$ cat config.mk
export PLATFORM = sky130hd
export DESIGN_NAME = hpc_port_power
export DESIGN_NICKNAME = d
export VERILOG_FILES = /design/src/inc/hpc_pkg.sv /design/src/core/hpc_port_power.sv
export SDC_FILE = /design/constraint.sdc
export NUM_CORES = 1
export LEC_CHECK = 0
export BUFFER_PORTS_ARGS = -buffer_cell sky130_fd_sc_hd__buf_4
export CORE_AREA = 2 2 72 101
export DETAILED_ROUTE_END_ITERATION = 6
export DIE_AREA = 0 0 74 103
export PLACE_DENSITY = 0.77
export RECOVER_POWER = 50
export SETUP_SLACK_MARGIN = 0.2
export SYNTH_ARGS = -nofsm -noshare
export SYNTH_HDL_FRONTEND = slang
export SYNTH_SLANG_ARGS = --single-unit
$ cat constraint.sdc
create_clock -name clock -period 1.45 [get_ports clock]
set_input_delay 0.29 -clock clock [delete_from_list [all_inputs] [get_ports clock]]
set_output_delay 0.29 -clock clock [all_outputs]
set_load 0.05 [all_outputs]
$ cat src/inc/hpc_pkg.sv
// Purpose: Shared constants for the hub port power and clock configuration block.
// Assumes: 32-bit register port with byte addresses on word boundaries.
// Notes:   Offsets, field positions, reset values and timing counts live here only.
package hpc_pkg;

   // ----------------------------------------------------------------
   // Register offsets
   // ----------------------------------------------------------------
   localparam logic [7:0] HPC_OFF_CTRL   = 8'h00;
   localparam logic [7:0] HPC_OFF_FAULT  = 8'h04;
   localparam logic [7:0] HPC_OFF_STATUS = 8'h08;
   localparam logic [7:0] HPC_OFF_DESC   = 8'h0c;

   // ----------------------------------------------------------------
   // Field positions
   // ----------------------------------------------------------------
   localparam int HPC_CTRL_REQ_LSB   = 0;
   localparam int HPC_CTRL_SHARED    = 3;
   localparam int HPC_CTRL_SUSPEND   = 4;
   localparam int HPC_ST_EN_LSB      = 0;
   localparam int HPC_ST_OC_LSB      = 3;
   localparam int HPC_ST_SHARED      = 6;
   localparam int HPC_ST_BUS_POWER_SELECT      = 7;
   localparam int HPC_ST_CLKMODE     = 8;
   localparam int HPC_ST_SLEW_LSB    = 9;
   localparam int HPC_DESC_COMPOUND  = 8;
   localparam int HPC_DESC_THREE     = 9;
   localparam int HPC_COMPOUND_BIT   = 2;

   // ----------------------------------------------------------------
   // Reset values and descriptor codes
   // ----------------------------------------------------------------
   localparam logic [2:0] HPC_REQ_RST      = 3'h0;
   localparam logic       HPC_SHARED_RST   = 1'b0;
   localparam logic [7:0] HPC_REM_NONE     = 8'h00;
   localparam logic [7:0] HPC_REM_P1       = 8'h02;
   localparam logic [7:0] HPC_REM_P12      = 8'h06;
   localparam logic [7:0] HPC_REM_P123     = 8'h0e;

   // ----------------------------------------------------------------
   // Clock multiplier and timing
   // ----------------------------------------------------------------
   localparam int HPC_REF_MHZ       = 6;
   localparam int HPC_CORE_MHZ      = 48;
   localparam logic [3:0] HPC_MULT_RATIO = 4'(HPC_CORE_MHZ / HPC_REF_MHZ);
   localparam int HPC_CLK_PERIOD_PS = 4000;
   localparam int HPC_OC_FILTER_NS  = 100;
   localparam int HPC_OC_FILTER_CYC = (HPC_OC_FILTER_NS * 1000 + HPC_CLK_PERIOD_PS - 1) / HPC_CLK_PERIOD_PS;

endpackage

$ cat src/core/hpc_port_power.sv
// Purpose: Downstream port power control, clock source selection and strap decode for a small hub.
// Assumes: Pins arrive asynchronously; port speed flags come from logic on the same clock.
// Notes:   Overcurrent inputs are active low; power enables are active high.
//
// Notes on behaviour
// - A qualified overcurrent turns off the power enable of every port that this input covers.
// - In shared mode all active power enables move together and the overcurrent input of any active port is honoured.
// - In individual mode each port's enable and overcurrent input act for that port only.
// - Bus or self power and shared or individual control combine into four supported modes.
// - With the clock mode input low the core clock is taken from the clock multiplier.
// - With the clock mode input high the core runs from the oscillator input and the multiplier and oscillator cell power down.
// - In reference mode the multiplier makes the 48 MHz core clock from a 6 MHz input.
// - Each port sets its slew rate from the speed of the attached device.
// - The port count strap low makes a three-port hub, high a two-port hub.
// - Fixed port strap 00, 01 and 10 give removable fields 00h, 02h and 06h.
// - Fixed port strap 11 gives 06h for two ports and 0Eh for three ports.
// - The compound bit of the hub characteristics is 0 for strap 00 and 1 otherwise.
// - With the memory interface disabled the shared select comes from the memory data pin.
//
// Strobed register access and the address map were left to the implementer.
`timescale 1ns/1ps
module hpc_port_power
   import hpc_pkg::*;
#(
   parameter int NPORTS = 3
) (
   // Clock and reset
   input  wire logic              clock,
   input  wire logic              rst_n,
   // Register port
   input  wire logic [7:0]        reg_addr,
   input  wire logic [31:0]       reg_wdata,
   input  wire logic              reg_write,
   input  wire logic              reg_read,
   output logic      [31:0]       reg_rdata,
   // Power switch pins
   input  wire logic [NPORTS-1:0] overcurrent_in_n,
   output logic      [NPORTS-1:0] port_power_enable,
   // Configuration pins
   input  wire logic              bus_power_select,
   input  wire logic              clock_mode,
   input  wire logic              port_count_strap,
   input  wire logic [1:0]        fixed_port_strap,
   input  wire logic              ext_memory_disable,
   input  wire logic              prom_data_line,
   // Port speed from the transceivers
   input  wire logic [NPORTS-1:0] port_low_speed,
   output logic      [NPORTS-1:0] port_slew_slow,
   // Clock control
   output logic                   core_clk_from_mult,
   output logic                   clock_multiplier_pd,
   output logic                   osc_cell_pd,
   output logic      [3:0]        clock_multiplier_ratio,
   output logic                   suspend_status,
   // Descriptor fields
   output logic      [7:0]        device_removable,
   output logic                   hub_compound,
   output logic                   hub_three_port
);
   // ----------------------------------------------------------------
   // Decode helpers
   // ----------------------------------------------------------------
   function automatic logic [7:0] removable_field(input logic [1:0] fixed, input logic two_port);
      case (fixed)
         2'h0:    removable_field = HPC_REM_NONE;
         2'h1:    removable_field = HPC_REM_P1;
         2'h2:    removable_field = HPC_REM_P12;
         default: removable_field = two_port ? HPC_REM_P12 : HPC_REM_P123;
      endcase
   endfunction

   function automatic logic [NPORTS-1:0] active_ports(input logic three);
      active_ports = '1;
      if (!three && NPORTS > 2) begin
         active_ports[NPORTS-1] = 1'b0;
      end
   endfunction

   // ----------------------------------------------------------------
   // Pin synchronisers
   // ----------------------------------------------------------------
   localparam int NSYNC = NPORTS + 7;
   // Overcurrent bits reset to their idle high level, so no false fault follows reset.
   logic [NSYNC-1:0] pin_meta_r;
   logic [NSYNC-1:0] pin_sync_r;
   logic [NSYNC-1:0] pin_raw;

   assign pin_raw = {overcurrent_in_n, bus_power_select, clock_mode, port_count_strap,
                     fixed_port_strap, ext_memory_disable, prom_data_line};

   always_ff @(posedge clock or negedge rst_n) begin
      if (!rst_n) begin
         pin_meta_r <= {{NPORTS{1'b1}}, 7'h00};
         pin_sync_r <= {{NPORTS{1'b1}}, 7'h00};
      end else begin
         pin_meta_r <= pin_raw;
         pin_sync_r <= pin_meta_r;
      end
   end

   logic [NPORTS-1:0] oc_s;
   logic              bus_power_select_s;
   logic              mode_s;
   logic              np_s;
   logic [1:0]        fixed_s;
   logic              extdis_s;
   logic              prom_s;

   assign oc_s     = ~pin_sync_r[NSYNC-1 -: NPORTS];
   assign bus_power_select_s = pin_sync_r[6];
   assign mode_s   = pin_sync_r[5];
   assign np_s     = pin_sync_r[4];
   assign fixed_s  = pin_sync_r[3:2];
   assign extdis_s = pin_sync_r[1];
   assign prom_s   = pin_sync_r[0];

   // ----------------------------------------------------------------
   // Strap capture
   // ----------------------------------------------------------------
   // Straps are caught once the synchronisers have filled, so a
   // strap never feeds an asynchronous reset value.
   logic [1:0] strap_wait_r;
   logic       strap_done_r;
   logic       np_r;
   logic [1:0] fixed_r;

   always_ff @(posedge clock or negedge rst_n) begin
      if (!rst_n) begin
         strap_wait_r <= 2'h0;
         strap_done_r <= 1'b0;
         np_r         <= 1'b0;
         fixed_r      <= 2'h0;
      end else if (!strap_done_r) begin
         strap_wait_r <= strap_wait_r + 2'h1;
         if (strap_wait_r == 2'h2) begin
            strap_done_r <= 1'b1;
            np_r         <= np_s;
            fixed_r      <= fixed_s;
         end
      end
   end

   // ----------------------------------------------------------------
   // Overcurrent filter
   // ----------------------------------------------------------------
   localparam int FW = $clog2(HPC_OC_FILTER_CYC + 1);
   localparam logic [FW-1:0] FILT_LAST = FW'(HPC_OC_FILTER_CYC - 1);

   logic [NPORTS-1:0] oc_filt_r;

   generate
      for (genvar i = 0; i < NPORTS; i++) begin : g_filt
         logic [FW-1:0] cnt_r;
         always_ff @(posedge clock or negedge rst_n) begin
            if (!rst_n) begin
               cnt_r        <= '0;
               oc_filt_r[i] <= 1'b0;
            end else if (oc_s[i] == oc_filt_r[i]) begin
               cnt_r <= '0;
            end else if (cnt_r == FILT_LAST) begin
               cnt_r        <= '0;
               oc_filt_r[i] <= oc_s[i];
            end else begin
               cnt_r <= cnt_r + FW'(1);
            end
         end
         a_oc_filter_hold: assert property (@(posedge clock) disable iff (!rst_n)
            $rose(oc_filt_r[i]) |-> $past(oc_s[i], 1) && $past(oc_s[i], 2) && $past(oc_s[i], 3))
            else $error("Overcurrent passed the filter without being stable.");
      end
   endgenerate

   // ----------------------------------------------------------------
   // Registers written by software
   // ----------------------------------------------------------------
   logic [NPORTS-1:0] req_r;
   logic              shared_cfg_r;
   logic              suspend_req_r;
   logic [NPORTS-1:0] fault_clr;
   logic              wr_ctrl;

   assign wr_ctrl   = reg_write && reg_addr == HPC_OFF_CTRL;
   assign fault_clr = (reg_write && reg_addr == HPC_OFF_FAULT) ? reg_wdata[NPORTS-1:0] : '0;

   always_ff @(posedge clock or negedge rst_n) begin
      if (!rst_n) begin
         req_r         <= NPORTS'(HPC_REQ_RST);
         shared_cfg_r  <= HPC_SHARED_RST;
         suspend_req_r <= 1'b0;
      end else if (wr_ctrl) begin
         req_r         <= reg_wdata[HPC_CTRL_REQ_LSB +: NPORTS];
         shared_cfg_r  <= reg_wdata[HPC_CTRL_SHARED];
         suspend_req_r <= reg_wdata[HPC_CTRL_SUSPEND];
      end
   end

   // ----------------------------------------------------------------
   // Power mode and port power
   // ----------------------------------------------------------------
   logic              shared_r;
   logic              self_pwr_r;
   logic [NPORTS-1:0] fault_r;
   logic [NPORTS-1:0] fault_nxt;
   logic [NPORTS-1:0] fault_set;
   logic [NPORTS-1:0] en_nxt;
   logic [NPORTS-1:0] act;

   assign act = active_ports(!np_r);

   always_ff @(posedge clock or negedge rst_n) begin
      if (!rst_n) begin
         shared_r   <= 1'b0;
         self_pwr_r <= 1'b0;
      end else begin
         shared_r   <= extdis_s ? prom_s : shared_cfg_r;
         self_pwr_r <= ~bus_power_select_s;
      end
   end

   always_comb begin
      if (shared_r) begin
         fault_set = {NPORTS{|(oc_filt_r & act)}};
      end else begin
         fault_set = oc_filt_r;
      end
      fault_nxt = (fault_r & ~fault_clr) | fault_set;
      if (shared_r) begin
         en_nxt = {NPORTS{req_r[0] && !(|fault_nxt)}} & act;
      end else begin
         en_nxt = req_r & ~fault_nxt & act;
      end
   end

   // A port stays off after an overcurrent until software clears its
   // fault, so a bouncing switch cannot cycle power by itself.
   always_ff @(posedge clock or negedge rst_n) begin
      if (!rst_n) begin
         fault_r           <= '0;
         port_power_enable <= '0;
      end else begin
         fault_r           <= fault_nxt;
         port_power_enable <= en_nxt;
      end
   end

   // ----------------------------------------------------------------
   // Clock source, slew and suspend
   // ----------------------------------------------------------------
   // The clock mux itself sits in the analog ring; this block only
   // drives its select, the power-down controls and the multiplier ratio.
   always_ff @(posedge clock or negedge rst_n) begin
      if (!rst_n) begin
         core_clk_from_mult     <= 1'b1;
         clock_multiplier_pd    <= 1'b0;
         osc_cell_pd            <= 1'b0;
         clock_multiplier_ratio <= HPC_MULT_RATIO;
      end else begin
         core_clk_from_mult     <= ~mode_s;
         clock_multiplier_pd    <= mode_s;
         osc_cell_pd            <= mode_s;
         clock_multiplier_ratio <= HPC_MULT_RATIO;
      end
   end

   always_ff @(posedge clock or negedge rst_n) begin
      if (!rst_n) begin
         port_slew_slow <= '0;
         suspend_status <= 1'b0;
      end else begin
         port_slew_slow <= port_low_speed;
         suspend_status <= suspend_req_r;
      end
   end

   // ----------------------------------------------------------------
   // Descriptor fields
   // ----------------------------------------------------------------
   always_ff @(posedge clock or negedge rst_n) begin
      if (!rst_n) begin
         device_removable <= HPC_REM_NONE;
         hub_compound     <= 1'b0;
         hub_three_port   <= 1'b1;
      end else begin
         device_removable <= removable_field(fixed_r, np_r);
         hub_compound     <= fixed_r != 2'h0;
         hub_three_port   <= !np_r;
      end
   end

   // ----------------------------------------------------------------
   // Register read
   // ----------------------------------------------------------------
   always_ff @(posedge clock or negedge rst_n) begin
      if (!rst_n) begin
         reg_rdata <= '0;
      end else begin
         reg_rdata <= '0;
         if (reg_read) begin
            case (reg_addr)
               HPC_OFF_CTRL: begin
                  reg_rdata[HPC_CTRL_REQ_LSB +: NPORTS] <= req_r;
                  reg_rdata[HPC_CTRL_SHARED]            <= shared_cfg_r;
                  reg_rdata[HPC_CTRL_SUSPEND]           <= suspend_req_r;
               end
               HPC_OFF_FAULT: reg_rdata[NPORTS-1:0] <= fault_r;
               HPC_OFF_STATUS: begin
                  reg_rdata[HPC_ST_EN_LSB +: NPORTS]   <= port_power_enable;
                  reg_rdata[HPC_ST_OC_LSB +: NPORTS]   <= oc_filt_r;
                  reg_rdata[HPC_ST_SHARED]             <= shared_r;
                  reg_rdata[HPC_ST_BUS_POWER_SELECT]             <= !self_pwr_r;
                  reg_rdata[HPC_ST_CLKMODE]            <= clock_multiplier_pd;
                  reg_rdata[HPC_ST_SLEW_LSB +: NPORTS] <= port_slew_slow;
               end
               HPC_OFF_DESC: begin
                  reg_rdata[7:0]               <= removable_field(fixed_r, np_r);
                  reg_rdata[HPC_DESC_COMPOUND] <= fixed_r != 2'h0;
                  reg_rdata[HPC_DESC_THREE]    <= !np_r;
               end
               default: reg_rdata <= '0;
            endcase
         end
      end
   end

   // ----------------------------------------------------------------
   // Checks
   // ----------------------------------------------------------------
   generate
      for (genvar p = 0; p < NPORTS; p++) begin : g_chk
         a_oc_power_off: assert property (@(posedge clock) disable iff (!rst_n)
            oc_filt_r[p] && !shared_r |=> !port_power_enable[p])
            else $error("Port stayed powered during overcurrent.");
         a_indep_port_on: assert property (@(posedge clock) disable iff (!rst_n)
            !shared_r && req_r[p] && act[p] && !fault_nxt[p] |=> port_power_enable[p])
            else $error("Port power disturbed by another port.");
      end
   endgenerate
   a_ganged_any_oc: assert property (@(posedge clock) disable iff (!rst_n)
      shared_r && |(oc_filt_r & act) |=> port_power_enable == '0)
      else $error("Shared ports stayed on after an overcurrent.");
   a_ganged_equal: assert property (@(posedge clock) disable iff (!rst_n)
      shared_r && $past(shared_r) |-> port_power_enable == '0 || port_power_enable == act)
      else $error("Shared power enables differ.");
   a_power_mode: assert property (@(posedge clock) disable iff (!rst_n)
      $changed(bus_power_select_s) |=> self_pwr_r == !$past(bus_power_select_s))
      else $error("Power source mode not followed.");
   a_mult_select: assert property (@(posedge clock) disable iff (!rst_n)
      !mode_s |=> core_clk_from_mult && !clock_multiplier_pd && !osc_cell_pd)
      else $error("Multiplier not selected in reference mode.");
   a_mult_bypass: assert property (@(posedge clock) disable iff (!rst_n)
      mode_s |=> !core_clk_from_mult && clock_multiplier_pd && osc_cell_pd)
      else $error("Multiplier not bypassed in direct mode.");
   a_slew_follow: assert property (@(posedge clock) disable iff (!rst_n)
      ##1 port_slew_slow == $past(port_low_speed))
      else $error("Slew rate does not follow port speed.");
   a_port_count: assert property (@(posedge clock) disable iff (!rst_n)
      strap_done_r ##1 1'b1 |-> hub_three_port == !np_r && (!np_r || !port_power_enable[NPORTS-1]))
      else $error("Port count strap not honoured.");
   a_removable: assert property (@(posedge clock) disable iff (!rst_n)
      strap_done_r && fixed_r == 2'h3 ##1 1'b1 |-> device_removable == (np_r ? 8'h06 : 8'h0e))
      else $error("Removable field wrong for all ports fixed.");
   a_compound_bit: assert property (@(posedge clock) disable iff (!rst_n)
      strap_done_r ##1 1'b1 |-> hub_compound == (fixed_r != 2'h0) && (hub_compound || device_removable == 8'h00))
      else $error("Compound bit disagrees with fixed port strap.");
   a_shared_source: assert property (@(posedge clock) disable iff (!rst_n)
      extdis_s |=> shared_r == $past(prom_s))
      else $error("Shared select not taken from the data pin.");
endmodule // hpc_port_power

==> run metrics, run 1 <==
Pwr Density 1120 nW/um2; Post-Syn Area 3200 um2; buffers added on ports 56; nature of the critical path startpoint primary input; IO Count between 100 and 150; number of buffers created by CTS 9; Slowest cell on crit path or4_4; top cell type's share of synthesized area 0.555; 1st-iter DRT viols around 120; CTS clk-pin slew, worst paths 0.08 ns; Clock Root Buffer clkbuf_8; setup slack, reg-to-reg 0.09 ns; Final Power 4.58 mW; critical path endpoint category register; vias per cell 4.65; crit path to port_power_enable[1]; LEAKAGE 1.95 nW; Worst Hold Class in -> reg; final hold vios 0; critical-path maximum fanout 3; Seq cells post-synth 79; post-route ant nets 0; Slew HR 0.555; global placer's final weighted congestion 0.859; worst setup path start reg_addr[5]; Area after DPL roughly 3700 um2; cell taking the most area after synthesis dfrtp_1; critical path's largest stage delay approximately 0.58 ns; Detailed Routing Iterations Pass 1 4; crit path buf inv count 1; setup ws final 0.0265 ns; first-pass GRT wire length 8910 um; DP Worst Slack -0.368 ns; Hold Path Depth 1; layout cells sized above 1 0.362; largest cells by area after synthesis dfrtp_1 (56%), buf_4 (7.3%), dfstp_2 (6.6%), ha_1 (2.7%), nor2_1 (2.5%); status finished, final reports clean; cell count of the worst reg-to-reg path 4; crit-path leading delay family simple AND/OR/NAND/NOR gates; worst slew pin tran about 0.67 ns; NumNets Final 399; post-route cell area 4100 um2; crit path kind in -> reg; Min Clock Period, post-route between 1 and 1.5 ns; # setup viols final 0; Fin Clk Skew 0.0125 ns; count of flip-flops with a built-in enable after synthesis 0; synth-to-layout area growth 28.0%; Crit path required time around 1.7 ns; most frequent cell after synthesis dfrtp_1; synth warn 0; DIE HEIGHT slightly above 100 um; routed vias between 2000 and 2500; global-route usage over all layers 0.160; number of diodes 0; Fill cells 520; HPWL after DPL 4030 um; CTS Sinks 79; Post-Synthesis Cells 257; vias in the first global route around 1900; Max Slew Vio Count 0; sequential fraction of the synthesis area 0.621; clk buf depth 2; Async SR Flop Fraction 1.00; DRC 0; # rows 36; GR Overflow Total 0; Initial Util 0.471; Util after Layout 0.602; RSZ-0062 raised after global routing true; final hold slack 0.0400 ns; max cap viols 0; fin crit share 0.982; H-tree Lvls 3; chip width around 74 um; CP Cell Sequence buf_6 > or4_4 > o31ai_4 > nand4b_1 > o32ai_2; initial antenna violation count 0; worst-skew pair later-pin latency 0.36 ns; Synth top cells by count dfrtp_1 (71), buf_4 (31), nor2_1 (21); WP data arrival roughly 1.7 ns; Main synth FF type dfrtp_1; core area 6800 um2; peak supply drop 639 uV; per-cell routed wire length 13.3 um; largest net degree at the start of global routing 80; syn avg cell area between 10 and 15 um2; Netlist cell types 37; Die ar. 7620 um2; FF-to-FF Start oc_filt_r[2]; FMAX 703 MHz; RR Endpoint port_power_enable[1]; total wire length approximately 5800 um; critical path depth in cells 5; CTS tree done
## routing by layer
metal,global-route usage,wire length (um),vias to the layer above
met3,0.0518,334,17
met4,0.0839,181,0
li1,-,-,956
met2,0.274,3140,85
met1,0.175,2110,965
met5,0,0,-
## power by group
part / switching (mW) / internal (mW) / leakage (nW)
registers: 0.0565 / 2.29 / 0.976
clock network: 0.851 / 0.834 / 0.107
logic: 0.372 / 0.174 / 0.865
## kinds of logic after synthesis
| kind of cell | synth area share |
|---|---|
| and+or+nand+nor | 0.120 |
| muxes | 0.0477 |
| buffers and inverters | 0.0926 |
| DFF | 0.621 |
| xor gates and xnor gates | 0.0356 |
| adders and majority gates | 0.0274 |
| other | 0.00235 |
| AOI/OAI and AO/OA | 0.0536 |
## final cells by class
cell class / instances / area, um2 / area share
flip-flops and latches: 79 / 1990 / 0.485
multi-input cells: 157 / 1090 / 0.266
repair buffers: 75 / 644 / 0.157
clock buffers: 9 / 124 / 0.0302
well taps: 95 / 119 / 0.0290
clock inverters: 7 / 85.1 / 0.0208
inverters: 13 / 48.8 / 0.0119
## flip-flops by register name (all words and copies together), names as in the netlist, 2 cells and up
name and flops:
device_removable 2, fault_r 3, fixed_r 2, g_filt.cnt_r 15, oc_filt_r 3, pin_meta_r 10, pin_sync_r 10, port_power_enable 3
port_slew_slow 3, reg_rdata 12, req_r 3, strap_wait_r 2
## stage by stage
| stage | std cells | setup TNS, ns |
|---|---|---|
| detailed placement | 413 | -3.27 |
| CTS | 435 | 0 |
| floorplan | 284 | -0.294 |
| global placement | 413 | -3.09 |
| finish | 435 | 0 |
| global route | 435 | -0.0278 |
## cell usage in the layout, fill, tap and decap left out, types with 2 or more instances in the layout
cell,instances
dfrtp_1,70
buf_4,41
conb_1,29
nor2_1,20
buf_6,17
clkbuf_4,14
inv_1,13
nand2_1,13
nand3_1,9
clkbuf_8,9
o21ai_0,8
dfstp_2,8
xnor2_1,7
mux2_4,7
xor2_1,6
ha_1,6
mux2i_1,4
nand4b_1,4
and2_1,4
inv_6,4
and3_1,3
nand4_1,3
nor2b_1,3
a211oi_1,3
nor4_1,2
a31oi_1,2
o21ai_1,2
o31ai_4,2
a21oi_1,2
nor3_1,2
buf_8,2
## timing repair
item / in CTS / in global routing
hold buffers: 1 / 0
endpoints found under the setup margin: 17 / 24
hold endpoints to repair: 71 / 0
pin swaps: 6 / 2
gates cloned: 0 / 0
setup buffers: 5 / 0
resized for setup: 16 / 13
## worst min-delay path by stage
| stage | startpoint | end | slack, ns |
|---|---|---|---|
| final | overcurrent_in_n[1] | pin_meta_r[8] | 0.04 |
| after global routing | overcurrent_in_n[1] | pin_meta_r[8] | 0.03 |
| after CTS | port_low_speed[2] | port_slew_slow[2] | 0.02 |
| after detailed placement | rst_n | osc_cell_pd | 0.34 |
| after global placement | pin_meta_r[5] | pin_sync_r[5] | 0.33 |
| after floorplan | rst_n | device_removable[2] | -0.006 |
Power figures use the tool's default switching activity.
==> run 2: changes to the inputs <==
--- a/config.mk
+++ b/config.mk
@@ -9,7 +9,7 @@
 export CORE_AREA = 2 2 72 101
 export DETAILED_ROUTE_END_ITERATION = 6
 export DIE_AREA = 0 0 74 103
-export PLACE_DENSITY = 0.77
+export PLACE_DENSITY_LB_ADDON = 0.2
 export RECOVER_POWER = 50
 export SETUP_SLACK_MARGIN = 0.2
 export SYNTH_ARGS = -nofsm -noshare
==> run 2 against run 1 <==
Highest routed layer unchanged. Via count is 0.30% higher. Setup slack better by 0.0099 ns. Final cell count is 0.23% higher. Largest cell class unchanged. Sequential power hardly changed.
==> run metrics, run 2 (synthesized netlist as in run 1, its figures left out) <==
status finished, final reports clean (unchanged); CP Cell Sequence buf_6 > or4_4 > o21ai_1 > nand4_1 > o32ai_2 (was buf_6 > or4_4 > o31ai_4 > nand4b_1 > o32ai_2); Pwr Density 1130 nW/um2 (was 1120 nW/um2); HPWL after DPL 4020 um (was 4030 um); top flop regs g_filt.cnt_r (15), reg_rdata (12) (unchanged); global placer's final weighted congestion 0.899 (was 0.859); post-route ant nets 0 (unchanged); core area 6800 um2 (unchanged); Fill cells 584 (was 520); HP Start overcurrent_in_n[0] (was overcurrent_in_n[1]); Slew HR 0.567 (was 0.555); commonest cells after routing, fill and taps aside dfrtp_1 (70), buf_4 (45), conb_1 (29), nor2_1 (20) (was dfrtp_1 (70), buf_4 (41), conb_1 (29), nor2_1 (20), buf_6 (17)); Final Power 4.67 mW (was 4.58 mW); Max Slew Vio Count 0 (unchanged); NumNets Final 400 (was 399); most common library cell in the layout ignoring fill and taps dfrtp_1 (unchanged); setup slack, reg-to-reg 0.09 ns (about the same); critical path endpoint category register (unchanged); Initial Util 0.471 (unchanged); Crit path required time 1.70 ns (was 1.71 ns); LEAKAGE 1.96 nW (was 1.95 nW); vias per cell 4.65 (about the same); initial antenna violation count 0 (unchanged); first-pass GRT wire length 8650 um (was 8910 um); # rows 36 (unchanged); Slowest cell on crit path or4_4 (unchanged); CTS Sinks 79 (unchanged); worst-skew pair later-pin latency 0.34 ns (was 0.36 ns); RSZ-0062 raised after global routing true (unchanged); post-route cell area 4140 um2 (was 4100 um2); global-route usage over all layers 0.155 (was 0.160); peak supply drop 573 uV (was 639 uV); Worst Hold Endpoint pin_meta_r[7] (was pin_meta_r[8]); nature of the critical path startpoint primary input (unchanged); Util after Layout 0.608 (was 0.602); Detailed Routing Iterations Pass 1 4 (unchanged); Die ar. 7620 um2 (unchanged); DRC 0 (unchanged); Area after DPL 3770 um2 (was 3750 um2); final cell count without fillers 436 (was 435); worst slew pin tran 0.649 ns (was 0.667 ns); FF-to-FF Start oc_filt_r[2] (unchanged); CTS clk-pin slew, worst paths 0.08 ns (about the same); routed vias 2029 (was 2023); final hold slack 0.0578 ns (was 0.0400 ns); layout cells sized above 1 0.367 (was 0.362); RR Endpoint port_power_enable[1] (unchanged); critical path's largest stage delay 0.57 ns (was 0.58 ns); number of buffers created by CTS 9 (unchanged); Hold Path Depth 1 (unchanged); total wire length 5500 um (was 5770 um); cell count of the worst reg-to-reg path 4 (unchanged); DP Cell Count 414 (was 413); critical-path maximum fanout 3 (unchanged); DIE HEIGHT 103 um (unchanged); IO Count 113 (unchanged); crit path kind in -> reg (unchanged); Min Clock Period, post-route 1.41 ns (was 1.42 ns); buffers added on ports 56 (unchanged); max reg flops 15 (unchanged); number of diodes 0 (unchanged); synth-to-layout area growth 29.2% (was 28.0%); CTS tree done (unchanged); largest net degree at the start of global routing 25 (was 80); H-tree Lvls 3 (unchanged); 1st-iter DRT viols 152 (was 118); FMAX 707 MHz (was 703 MHz); GR Overflow Total 0 (unchanged); Clock Root Buffer clkbuf_8 (unchanged); fin crit share 0.975 (was 0.982); final hold vios 0 (unchanged); chip width 74 um (unchanged); vias in the first global route 1944 (was 1939); # setup viols final 0 (unchanged); Largest Register g_filt.cnt_r (unchanged); max cap viols 0 (unchanged); Fin Clk Skew 0.00591 ns (was 0.0125 ns); Worst Hold Class in -> reg (unchanged); per-cell routed wire length 12.6 um (was 13.3 um); WP data arrival 1.66 ns (was 1.68 ns); clk buf depth 2 (unchanged)
run 2: cell count changes in the layout (fill, tap and decap cells not counted), sizes merged:
cell      delta
bufinv       +1
clkinv       +1
inv          -5
clkinvlp     +1
clkbuf       +3
run 2: critical path: cells and delay by family:
kind | cells | cell delay [ns]
buffers and inverters | 1 | 0.09
AO/OA/AOI/OAI | 2 | 0.49
AND/OR/NAND/NOR | 2 | 0.78
run 2: repair_timing:
item | in CTS | in global routing
gates cloned | 0 | 0
buffers inserted | 1 | 4
setup endpoints to repair | 13 | 20
pin swaps | 5 | 4
hold buffers | 1 | 0
endpoints found under the hold margin | 20 | 0
gates resized for setup | 8 | 16
run 2: worst max-delay path by stage:
stage | slack, ns | end | from | cells past startpoint
6_report | 0.04 | port_power_enable[1] | reg_addr[5] | 5
5_1_grt | -0.02 | port_power_enable[1] | oc_filt_r[2] | 4
4_1_cts | 0.06 | port_power_enable[1] | reg_addr[5] | 5
3_5_place_dp | -0.33 | port_power_enable[1] | reg_addr[3] | 5
3_3_place_gp | -0.31 | port_power_enable[1] | reg_addr[3] | 5
2_1_floorplan | -0.12 | port_power_enable[1] | reg_addr[3] | 4
run 2: final cells by class:
cell class              instances  area [um2]  share of cell area
repair buffers                 76         652               0.158
clock inverters                 5        81.3              0.0197
clock buffers                  11         141              0.0342
well taps                      95         119              0.0287
multi-input cells             157        1100               0.267
inverters                      13        48.8              0.0118
flip-flops and latches         79        1990               0.481
run 2: report_power, final:
part           internal (mW)  switching [mW]
clock                   1.02           0.752
sequential              2.29          0.0541
combinational          0.181           0.373
run 2: through the flow:
step / setup slack [ns] / TNS, ns
detailed placement: -0.334 / -3.15
floorplan: -0.124 / -0.294
global route: -0.0173 / -0.0173
global placement: -0.311 / -3.04
CTS: 0.0560 / 0
finish: 0.0364 / 0
run 2: routing by layer:
metal	vias to the layer above	global-route usage	wire (um)
met5	-	0	0
met4	0	0.0811	148
met3	11	0.0518	338
met2	73	0.251	2840
met1	994	0.180	2170
li1	951	-	-
==> run 3: changes to the inputs <==
--- a/config.mk
+++ b/config.mk
@@ -5,7 +5,9 @@
 export SDC_FILE = /design/constraint.sdc
 export NUM_CORES = 1
 export LEC_CHECK = 0
+export ABC_AREA = 1
 export BUFFER_PORTS_ARGS = -buffer_cell sky130_fd_sc_hd__buf_4
+export CAP_MARGIN = 15
 export CORE_AREA = 2 2 72 101
 export DETAILED_ROUTE_END_ITERATION = 6
 export DIE_AREA = 0 0 74 103
==> run 3 against run 2 <==
Sequential share of layout area shrank 0.73 points. Via count up 11%. Critical path type is now reg -> reg. Global-route usage is 0.87 points higher. Critical path depth rose by 2. Synthesized area rose by 0.59%. Power decreased by 2.9%. Non-clock buffer count increased by 10. First-iteration DRC count down 21%. Worst hold slack lost 0.0041 ns. Register-to-register slack improved by 0.05 ns. Synthesized cell count grew 19%. Sequential power hardly changed.
==> run metrics, run 3 <==
Clock Root Buffer clkbuf_8 (unchanged); routed vias 2256 (was 2029); Fill cells 570 (was 584); Worst Hold Class in -> reg (unchanged); Min Clock Period, post-route 1.31 ns (was 1.41 ns); buffers added on ports 56 (unchanged); Main synth FF type dfrtp_1 (unchanged); crit path to reg_rdata[3] (was port_power_enable[1]); H-tree Lvls 3 (unchanged); status finished, final reports clean (unchanged); IO Count 113 (unchanged); clk buf depth 2 (unchanged); top flop regs g_filt.cnt_r (15), reg_rdata (12) (unchanged); # setup viols final 0 (unchanged); first-pass GRT wire length 9270 um (was 8650 um); Netlist cell types 32 (was 37); number of buffers created by CTS 9 (unchanged); Fin Clk Skew 0.00876 ns (was 0.00591 ns); LEAKAGE 2.10 nW (was 1.96 nW); fin crit share 0.903 (was 0.975); RR Endpoint reg_rdata[3] (was port_power_enable[1]); global-route usage over all layers 0.163 (was 0.155); 1st-iter DRT viols 120 (was 152); final hold slack 0.0538 ns (was 0.0578 ns); Detailed Routing Iterations Pass 1 4 (unchanged); synth-to-layout area growth 30.4% (was 29.2%); sequential fraction of the synthesis area 0.617 (was 0.621); syn avg cell area 10.6 um2 (was 12.5 um2); Slew HR 0.545 (was 0.567); setup slack, reg-to-reg 0.14 ns (was 0.09 ns); HPWL after DPL 4260 um (was 4020 um); Most Used Layer, Global Route met2 (unchanged); GR Layer Usage met2 0.271 (was 0.251); Crit path required time 1.74 ns (was 1.70 ns); NumNets Final 460 (was 400); Synth top cells by count dfrtp_1 (71), nand2_1 (42), inv_1 (37) (was dfrtp_1 (71), buf_4 (31), nor2_1 (21)); peak supply drop 656 uV (was 573 uV); Reg area 1990 um2 (about the same); Initial Util 0.473 (was 0.471); # rows 36 (unchanged); final cell count without fillers 496 (was 436); global placer's final weighted congestion 0.853 (was 0.899); chip width 74 um (unchanged); total wire length 5910 um (was 5500 um); synth warn 0 (unchanged); CTS clk-pin slew, worst paths 0.08 ns (about the same); cell count of the worst reg-to-reg path 7 (was 4); critical path endpoint category register (unchanged); max cap viols 0 (unchanged); Post-Syn Area 3220 um2 (was 3200 um2); worst-skew pair later-pin latency 0.34 ns (about the same); DP Cell Count 468 (was 414); WP data arrival 1.60 ns (was 1.66 ns); vias in the first global route 2079 (was 1944); M3 GR Usage 0.0459 (was 0.0518); commonest cells after routing, fill and taps aside dfrtp_1 (71), buf_4 (59), nand2_1 (37), inv_1 (32), conb_1 (29) (was dfrtp_1 (70), buf_4 (45), conb_1 (29), nor2_1 (20)); largest net degree at the start of global routing 30 (was 25); most frequent cell after synthesis dfrtp_1 (unchanged); number of diodes 0 (unchanged); per-cell routed wire length 11.9 um (was 12.6 um); Seq cells post-synth 79 (unchanged); cell taking the most area after synthesis dfrtp_1 (unchanged); most common library cell in the layout ignoring fill and taps dfrtp_1 (unchanged); critical-path maximum fanout 3 (unchanged); worst slew pin tran 0.682 ns (was 0.649 ns); vias per cell 4.55 (was 4.65); CTS Sinks 79 (unchanged); DIE HEIGHT 103 um (unchanged); Post-Synthesis Cells 305 (was 257); initial antenna violation count 0 (unchanged); multi-input logic area 1030 um2 (was 1100 um2); crit path kind reg -> reg (was in -> reg); worst setup path start fixed_r[1] (was reg_addr[5]); routing usage on met1 0.193 (was 0.180); post-route ant nets 0 (unchanged); largest cells by area after synthesis dfrtp_1 (55%), buf_4 (7.2%), dfstp_2 (6.5%), nand2_1 (4.9%), inv_1 (4.3%) (was dfrtp_1 (56%), buf_4 (7.3%), dfstp_2 (6.6%), ha_1 (2.7%), nor2_1 (2.5%)); GR Overflow Total 0 (unchanged); FF-to-FF Start fixed_r[1] (was oc_filt_r[2]); Max Slew Vio Count 0 (unchanged); Async SR Flop Fraction 1.00 (unchanged); Final Power 4.53 mW (was 4.67 mW); count of flip-flops with a built-in enable after synthesis 0 (unchanged); layout cells sized above 1 0.339 (was 0.367); DRC 0 (unchanged); RSZ-0062 raised after global routing true (unchanged); Pwr Density 1080 nW/um2 (was 1130 nW/um2); Util after Layout 0.617 (was 0.608); FMAX 764 MHz (was 707 MHz); top cell type's share of synthesized area 0.552 (was 0.555); Largest Register g_filt.cnt_r (unchanged); max reg flops 15 (unchanged); Die ar. 7620 um2 (unchanged); CTS tree done (unchanged); final hold vios 0 (unchanged); core area 6800 um2 (unchanged); nature of the critical path startpoint register (was primary input)
==> run 3: worst min path at each step <==
stage,depth (start not counted),slack [ns],to,start
6_report,1,0.05,pin_meta_r[8],overcurrent_in_n[1]
5_1_grt,1,0.03,pin_meta_r[9],overcurrent_in_n[2]
4_1_cts,1,0.04,pin_meta_r[8],overcurrent_in_n[1]
3_5_place_dp,1,0.22,suspend_status,rst_n
3_3_place_gp,1,0.22,suspend_status,rst_n
2_1_floorplan,0,-0.006,device_removable[2],rst_n
==> run 3: routing by layer <==
layer  vias to the layer above  share of wire
li1                       1085              -
met1                      1079           0.40
met2                        80           0.53
met3                        12          0.054
met4                         0          0.023
met5                         -              0
==> run 3: repair_timing <==
action                                 in CTS  in global routing
pin swaps                                   7                 13
gates resized for setup                    16                 18
gates cloned                                0                  0
setup buffers                               5                  6
setup endpoints to repair                   6                 17
endpoints found under the hold margin      23                  0
hold buffers                                1                  0
==> run 3: logic make-up (layout without fill, tap and decap cells) <==
group	count (synthesis)	in the layout	share of synthesized area
adder cells (fa/ha/maj)	7	7	0.0272
flip-flops	79	79	0.617
AO/OA/AOI/OAI	28	28	0.0513
other	2	29	0.00233
XOR/XNOR	10	10	0.0272
AND/OR/NAND/NOR	108	108	0.155
buffers and inverters	71	140	0.119
==> run 3: area by class of cell <==
| cell class | count | share of cell area |
|---|---|---|
| Clock buffer | 13 | 0.0403 |
| Tap cell | 95 | 0.0283 |
| Sequential cell | 79 | 0.473 |
| Timing Repair Buffer | 86 | 0.170 |
| Clock inverter | 3 | 0.00954 |
| Multi-Input combinational cell | 182 | 0.245 |
| Inverter | 38 | 0.0340 |
==> run 3: per-stage QoR <==
stage,setup WS [ns],instance area (um2),TNS [ns]
finish,0.141,4200,0
floorplan,0.149,3320,0
global placement,-0.0209,3780,-0.0338
detailed placement,-0.0266,3780,-0.0515
CTS,0.124,4100,0
global route,0.0431,4200,0
==> run 3: worst max-delay path, stage by stage, from the launching register on <==
cell and delay, ns:
dfrtp_1 0.34, inv_1 0.07, nor3_1 0.30, nand3_1 0.17, o21ai_2 0.11, a21oi_2 0.04
or2_1 0.20, inv_1 0.05
==> run 3: report_power, final <==
part           switching [mW]  internal (mW)  total (mW)
combinational           0.381          0.158       0.540
clock                   0.722          0.931        1.65
sequential             0.0481           2.29        2.34
total                    1.15           3.38        4.53
